**src/hw/mrad_cfg.svh**
```systemverilog
// Constants for the remap interrupt address decoder: field positions and fixed patterns.
// Assumes inclusion by bare name from the package and the decoder module.
`ifndef MRAD_CFG_SVH
`define MRAD_CFG_SVH

// Fixed address pattern in the top twelve bits
`define MRAD_PAT_HI 31
`define MRAD_PAT_LO 20
`define MRAD_PAT_VAL 12'hfee
// Low two bits must be zero
`define MRAD_LOW_HI 1
`define MRAD_LOW_LO 0
`define MRAD_LOW_VAL 2'h0
// Lower fifteen handle bits
`define MRAD_HLO_HI 19
`define MRAD_HLO_LO 5
// Format, sub-handle-valid and top handle bit positions
`define MRAD_FMT_BIT 4
`define MRAD_SHV_BIT 3
`define MRAD_HTOP_BIT 2
// Part of the data word added as sub-handle
`define MRAD_SUB_HI 15
`define MRAD_SUB_LO 0

`endif

```
**src/hw/mrad_pkg.sv**
```systemverilog
// Types for the remap interrupt address decoder.
// Assumes the constant header is on the include path.
`include "mrad_cfg.svh"

package mrad_pkg;

  // Decoder sequencing
  typedef enum logic [0:0] {
    MRAD_IDLE = 1'b0,
    MRAD_LOOKUP = 1'b1
  } mrad_state_t;

  // Whole state of the decoder
  typedef struct packed {
    mrad_state_t st;
    logic lk_valid;
    logic [15:0] lk_offset;
    logic [15:0] lk_handle;
    logic lk_sub_valid;
    logic cp_valid;
    logic [31:0] cp_addr;
    logic [31:0] cp_data;
    logic addr_err;
  } mrad_regs_t;

endpackage

```
**src/hw/mrad_decoder.sv**
```systemverilog
// Remap interrupt address decoder: checks an interrupt message write and forms the
// remapping table offset, or passes the message on as a compatibility interrupt.
// Assumes requesters hold msg_valid with stable address and data until msg_ready,
// and the table side accepts a lookup with lookup_ready.
// Limitation: one lookup outstanding, so remaps run at best one per two cycles.
// Trade-off: no buffering; the requester waits while the table side stalls.
`timescale 1ns/10ps
`default_nettype none
`include "mrad_cfg.svh"

module mrad_decoder
  import mrad_pkg::*;
(
  input wire logic core_clk,
  input wire logic arst_n,
  input wire logic msg_valid,
  output logic msg_ready,
  input wire logic [31:0] msg_addr,
  input wire logic [31:0] msg_data,
  output logic lookup_valid,
  input wire logic lookup_ready,
  output logic [15:0] lookup_offset,
  output logic [15:0] lookup_handle,
  output logic lookup_sub_valid,
  output logic compat_valid,
  output logic [31:0] compat_addr,
  output logic [31:0] compat_data,
  output logic addr_err
);

  mrad_regs_t state_r;
  mrad_regs_t state_nxt;
  logic pattern_ok;
  logic fmt_remap;
  logic sub_valid;
  logic [15:0] handle;
  logic [15:0] sub_handle;
  logic take;

  // Field extraction from the incoming address
  // Pattern is checked for both formats, so a bad compatibility write is dropped too
  assign pattern_ok = (msg_addr[`MRAD_PAT_HI:`MRAD_PAT_LO] == `MRAD_PAT_VAL) &&
                      (msg_addr[`MRAD_LOW_HI:`MRAD_LOW_LO] == `MRAD_LOW_VAL);
  assign fmt_remap = msg_addr[`MRAD_FMT_BIT];
  assign sub_valid = msg_addr[`MRAD_SHV_BIT];
  assign handle = {msg_addr[`MRAD_HTOP_BIT],
                   msg_addr[`MRAD_HLO_HI:`MRAD_HLO_LO]};
  assign sub_handle = msg_data[`MRAD_SUB_HI:`MRAD_SUB_LO];

  // One message at a time; a pending lookup stalls the requester
  assign msg_ready = (state_r.st == MRAD_IDLE);
  assign take = msg_valid && msg_ready;

  // Next-state logic
  // A bad pattern wins over the format bit, so it never starts a lookup
  always_comb begin
    state_nxt = state_r;
    state_nxt.cp_valid = 1'b0;
    state_nxt.addr_err = 1'b0;
    case (state_r.st)
      MRAD_IDLE: begin
        if (take) begin
          if (!pattern_ok) begin
            // Not a valid interrupt address: flag and drop it
            state_nxt.addr_err = 1'b1;
          end else if (fmt_remap) begin
            state_nxt.st = MRAD_LOOKUP;
            state_nxt.lk_valid = 1'b1;
            state_nxt.lk_handle = handle;
            state_nxt.lk_sub_valid = sub_valid;
            // Sum wraps at sixteen bits; an overflowing sub-handle lands low in the table
            if (sub_valid) begin
              state_nxt.lk_offset = 16'(handle + sub_handle);
            end else begin
              state_nxt.lk_offset = handle;
            end
          end else begin
            // Compatibility format bypasses the table
            state_nxt.cp_valid = 1'b1;
            state_nxt.cp_addr = msg_addr;
            state_nxt.cp_data = msg_data;
          end
        end
      end
      MRAD_LOOKUP: begin
        // Offset stays put until the table side takes it
        if (lookup_ready) begin
          state_nxt.st = MRAD_IDLE;
          state_nxt.lk_valid = 1'b0;
        end
      end
      default: begin
        // Unreachable with a one-bit state; kept so a stray code falls back to idle
        state_nxt.st = MRAD_IDLE;
        state_nxt.lk_valid = 1'b0;
      end
    endcase
  end

  // State register
  // Reset withdraws a pending lookup; the table side sees valid drop at once
  always_ff @(posedge core_clk or negedge arst_n) begin
    if (!arst_n) begin
      state_r <= '0;
    end else begin
      state_r <= state_nxt;
    end
  end

  // Outputs straight from the state flops
  // Every data output is a flop, so nothing combinational reaches the table side
  assign lookup_valid = state_r.lk_valid;
  assign lookup_offset = state_r.lk_offset;
  assign lookup_handle = state_r.lk_handle;
  assign lookup_sub_valid = state_r.lk_sub_valid;
  assign compat_valid = state_r.cp_valid;
  assign compat_addr = state_r.cp_addr;
  assign compat_data = state_r.cp_data;
  assign addr_err = state_r.addr_err;
endmodule

`default_nettype wire

```
**config.mk**
```make
export PLATFORM = sky130hd
export DESIGN_NAME = mrad_decoder
export DESIGN_NICKNAME = d
export VERILOG_FILES = /design/src/hw/mrad_pkg.sv /design/src/hw/mrad_decoder.sv
export VERILOG_INCLUDE_DIRS = /design/src /design/src/hw
export SDC_FILE = /design/constraint.sdc
export NUM_CORES = 1
export LEC_CHECK = 0
export ABC_AREA = 1
export ABC_CLOCK_PERIOD_IN_PS = 2800
export BUFFER_PORTS_ARGS = -buffer_cell sky130_fd_sc_hd__buf_2
export CAP_MARGIN = 20
export CORE_MARGIN = 4
export CORE_UTILIZATION = 56
export CTS_BUF_LIST = sky130_fd_sc_hd__clkbuf_16
export DETAILED_ROUTE_END_ITERATION = 7
export GPL_ROUTABILITY_DRIVEN = 1
export PLACE_DENSITY = 0.95
export SLEW_MARGIN = 40
export SYNTH_ARGS = -nofsm -noshare
export SYNTH_HDL_FRONTEND = slang
export SYNTH_SLANG_ARGS = --single-unit
```
**constraint.sdc**
```tcl
create_clock -name core_clk -period 2.8 [get_ports core_clk]
set_input_delay 0.28 -clock core_clk [delete_from_list [all_inputs] [get_ports core_clk]]
set_output_delay 0.28 -clock core_clk [all_outputs]
set_load 0.01 [all_outputs]
```
# Word-level counts from Yosys, hierarchy flattened
# Index checks and enable logic that the tools add are counted.
# op_classes
reduce_logical	6
eq_ne	5
n_addsub	1
muxes	9
n_bitwise	2
# op_table
cell	count
$mux 101	1
$mux 100	1
$mux 66	1
$mux 65	1
$mux 35	1
$add 16x16->16	1
$mux 16	1
$eq 12x12->1 const B	1
$reduce_and 4->1	3
$ne 2x1->1 const B	3
$pmux 2 s2	1
$logic_and 1x1->1	2
$logic_not 2->1	1
$mux 2	1
$ne 2x2->1 const B	1
$not 1->1	2
$mux 1	1
# totals
regBits	100
output_inout_bits	101
wordCells	32
inputBits	68

# Logic depth before layout (Yosys ltp)
# depth
word_depth	6
ltp_mapped	12
mapped_depth_nobuf	12

# Worst setup path before layout
# OpenSTA, ideal clock, no wires.
# synth_timing
path_type	input-to-reg
from	in msg_addr[5]
to	reg state_r, in the netlist lookup_offset[8]
setup_ns	0.117
slack_ns	1.153
t_arrival_ns	1.530
required_ns	2.683
cell_stages	11
path_buffers	0
cell_sequence	ha_1 fa_1 nand2_1 nand2_1 and2_1 nand2_1 nand2_1 xnor2_1 nand2_1 nand2_1 nand2_1
# synth_via
elab_chain_len	2
# synth_rtl
item	line	source
start, declared	mrad_decoder.sv:18	input wire logic [31:0] msg_addr,
$add 16x16->16	mrad_decoder.sv:73	state_nxt.lk_offset = 16'(handle + sub_handle);
$mux 16	mrad_decoder.sv:72	if (sub_valid) begin
end signal, assigned	mrad_decoder.sv:106	state_r <= state_nxt;
end, declared	mrad_decoder.sv:31	mrad_regs_t state_r;
# Every way passes these cells.
# A chain may end at the register's enable or synchronous reset.

# Worst setup path in the final report
# layout_timing
from	reg state_r[100] (netlist name)
to	reg state_r, in the netlist lookup_offset[6]
# layout_via
elab_chain_len	3
# layout_rtl
item	line	source
$not 1->1 (no line) *	--	
$logic_and 1x1->1	mrad_decoder.sv:52	assign take = msg_valid && msg_ready;
$reduce_and 4->1 (no line) *	--	
# Every way passes the cells marked *; elsewhere a longest branch is shown, timed or not.

==> metrics.md <==
| Metric | Value |
|---|---|
| Status | `finished clean` |
| Placer congestion estimate | `around 0.92` |
| Synthesized area per cell | `between 7 and 8 µm²` |
| Yosys Warn Count | `0` |
| ANT nets after route | `0` |
| Clk_skew | `around 0.01 ns` |
| Area grow syn2layout | `9.84%` |
| # resized after CTS | `0` |
| Async S/R FF share, synth | `100%` |
| Post-CTS Repair Setup Buffers | `0` |
| Inst Count DP | `876` |
| # setup viols final | `0` |
| CTS clk-pin slew, worst paths | `about 0.080 ns` |
| Switch share | `26.7%` |
| Buffers added on ports | `~170` |
| Yosys reg bits | `100` |
| Post-route DRC | `0` |
| HP Class | `in -> reg` |
| Layout Cells excl Fill | `around 890` |
| Pre-CTS setup slack | `slightly above 0.9 ns` |
| Worst-path maximum fanout | `48` |
| Tmin final | `around 1.8 ns` |
| Power after layout | `between 2 and 3 mW` |
| Area leader, netlist | `dfrtp_1` |
| Max stage delay on crit path | `0.39 ns` |
| Die W | `about 110 µm` |
| Worst setup EP type | `register` |
| Reg2Reg Depth | `8` |
| DR vias/cell | `4.97` |
| Sequential power share | `roughly half` |
| Setup TNS Final | `0 ns` |
| Post-route cell area | `between 6000 and 7000 µm²` |
| Top-area cell type share of the netlist area | `45.8%` |
| Worst IR drop on VDD | `about 0.36 mV` |
| Wire per inst | `~14 µm` |
| Slowest-stage cell, CP | `dfrtp_1` |
| P_int | `between 2 and 2.5 mW` |
| Leak | `approximately 3.8 nW` |
| DR iter-0 viols | `about 390` |
| Cell Area, Placed | `roughly 5700 µm²` |
| Post-synth EDFFs | `0` |
| CP top delay family | `simple AND/OR/NAND/NOR gates` |
| Vias in the first global route | `between 4000 and 5000` |
| Final layout net count | `between 800 and 900` |
| First-pass GRT wire length | `a little over 20000 µm` |
| Part of the Yosys area used for sequential elements | `approximately 46%` |
| Worst endpoint required time | `roughly 3.1 ns` |
| Skew-Pair Late Insertion Delay | `~0.34 ns` |
| Final Routed Wirelength | `roughly 13000 µm` |
| Net Count, Synth | `777` |
| Synthesized area | `roughly 5500 µm²` |
| Final HPWL DP | `9390 µm` |
| Dominant synthesized flop cell | `dfrtp_1` |
| All-Layer GR Usage | `between 20% and 30%` |
| Vias | `between 4000 and 5000` |
| H-tree levels | `3` |
| CTS tree | `yes` |
| Crit. path cell count | `8` |
| Most instantiated cells after synthesis | `nand2_1, buf_4, dfrtp_1, inv_1, o21ai_0` |
| Layout cell share with drive strength beyond 1 | `between 20% and 30%` |
| I/O pins | `~170` |
| Crit Path Category | `reg -> reg` |
| Crit path arrival time | `approximately 2.1 ns` |
| Fmax | `~550 MHz` |
| Psw | `801 µW` |
| Starting Density | `58.4%` |
| Netlist cell types | `26` |
| Full die area | `between 10000 and 15000 µm²` |
| Layout fillers | `841` |
| Antenna violations before repair | `0` |
| Crit path buf inv count | `2` |
| CP most frequent cell | `nand2_1` |
| PnR worst setup slack | `between 0.9 and 1 ns` |
| Critical Path Source Type | `register` |
| Top cells by area, synth | `dfrtp_1, nand2_1, buf_4, inv_1, ha_1` |
| Clock Power Share | `just over 40%` |
| Worst Tran Pin Value | `0.721 ns` |
| Max_cap viols | `0` |
| WHS | `0.119 ns` |
| Period Utilization, post-route | `~65%` |
| Area occupied by registers | `about 2500 µm²` |
| Final Core Density | `between 60% and 70%` |
| Critical-path cell list | `inv_1 -> nand2_1 -> nor2_1 -> nand2_2 -> buf_4 -> a21oi_1 -> o21ai_0 -> nand2_1` |
| PwrDens | `approximately 500 nW/µm²` |
| Area of the multi-input gates | `roughly 1900 µm²` |
| Final Hold Violating Endpoints | `0` |
| Cts bufs inserted | `9` |
| Clock Tree Root | `clkbuf_16` |
| Diodes inserted | `0` |
| Clock sinks | `100` |
| Combinational fraction of design power | `a little over a tenth` |
| Max Transition Viols Final | `0` |
| Pre-antenna DRT Iters | `5` |
| GRT overflow | `0` |
| Unrepaired setup endpoints after global routing | `false` |
| Largest net degree at the start of global routing | `just over 70` |
| Most frequent cell after synthesis | `nand2_1` |
| Syn Inst Count | `between 600 and 700` |
| CTS Buffer Depth | `2` |
| Worst slew margin | `51.9%` |
| Die Y | `~110 µm` |
| Core Footprint | `9370 µm²` |
| Hold Crit Depth | `2` |
| Std cell rows | `35` |
-- sequential cells by signal (all words and copies together) (netlist names) --
name              flops
addr_err              1
compat_addr          31
compat_data          32
compat_valid          1
lookup_handle        16
lookup_offset        16
lookup_sub_valid      1
lookup_valid          1
state_r               1
-- kinds of logic after synthesis --
logic type / Yosys count / share of synthesized area (%)
XOR/XNOR: 7 / 1.12
other: 1 / 0.0686
buffers and inverters: 182 / 19.5
AND/OR/NAND/NOR: 321 / 23.7
adder cells (fa/ha/maj): 16 / 3.80
flip-flops: 100 / 45.8
AO/OA/AOI/OAI: 66 / 6.04
-- power by group through the flow --
stage | Sequential [mW] | Combinational (mW) | Clock [mW]
final | 1.45 | 0.315 | 1.24
after CTS | 1.45 | 0.312 | 1.26
after detailed placement | 1.47 | 0.308 | 0
after global placement | 1.47 | 0.302 | 0
after floorplan | 1.47 | 0.176 | 0
after global routing | 1.45 | 0.357 | 1.33
-- layout by cell type (no fill, tap or decap), types with 2 or more instances in the layout --
master       n
nand3_1     17
buf_2      166
dfrtp_1    100
inv_1       65
o21ai_0     26
ha_1        15
clkbuf_16    9
buf_4        2
xnor2_1      3
inv_8        2
nor3_1       3
xor2_1       4
nor2_1      19
a21oi_1     23
nand2_1    258
nand3b_1     4
or2_2        5
nand4_1      3
o21ai_1     17
or2_1        7
inv_6        2
buf_12       2
nand2_2      2
-- what timing repair did --
action / in CTS / in global routing
endpoints found under the hold margin: 46 / 0
hold buffers: 1 / 0
setup endpoints to repair: 0 / 0
-- layer usage --
| metal | GRT usage (%) | up-vias | part of all wire (%) |
|---|---|---|---|
| li1 | - | 2177 | - |
| met3 | 4.27 | 29 | 6.5 |
| met1 | 29.1 | 2045 | 41 |
| met2 | 37.8 | 185 | 50 |
| met5 | 0 | - | 0 |
| met4 | 7.76 | 0 | 2.6 |
-- worst paths after layout --
check	start	endpoint	slack, ns
worst max-delay path	state_r[100]$_DFF_PN0_	lookup_offset[6]$_DFFE_PN0P_	0.99
worst min-delay path	lookup_ready	state_r[100]$_DFF_PN0_	0.12
worst max register to register	state_r[100]$_DFF_PN0_	lookup_offset[6]$_DFFE_PN0P_	0.99
worst min register to register	compat_addr[25]$_DFFE_PN0P_	compat_addr[25]$_DFFE_PN0P_	0.46
max in group asynchronous	arst_n	lookup_offset[8]$_DFFE_PN0P_	1.61
min in group asynchronous	arst_n	compat_addr[24]$_DFFE_PN0P_	0.49
-- layout make-up --
| type | instances | share of cell area [%] |
|---|---|---|
| clock buffers | 9 | 3.75 |
| well taps | 129 | 2.69 |
| repair buffers | 171 | 14.9 |
| inverters | 66 | 4.12 |
| clock inverters | 7 | 1.21 |
| multi-input cells | 411 | 31.7 |
| flip-flops and latches | 100 | 41.7 |
(Power assumes the default switching activity.)
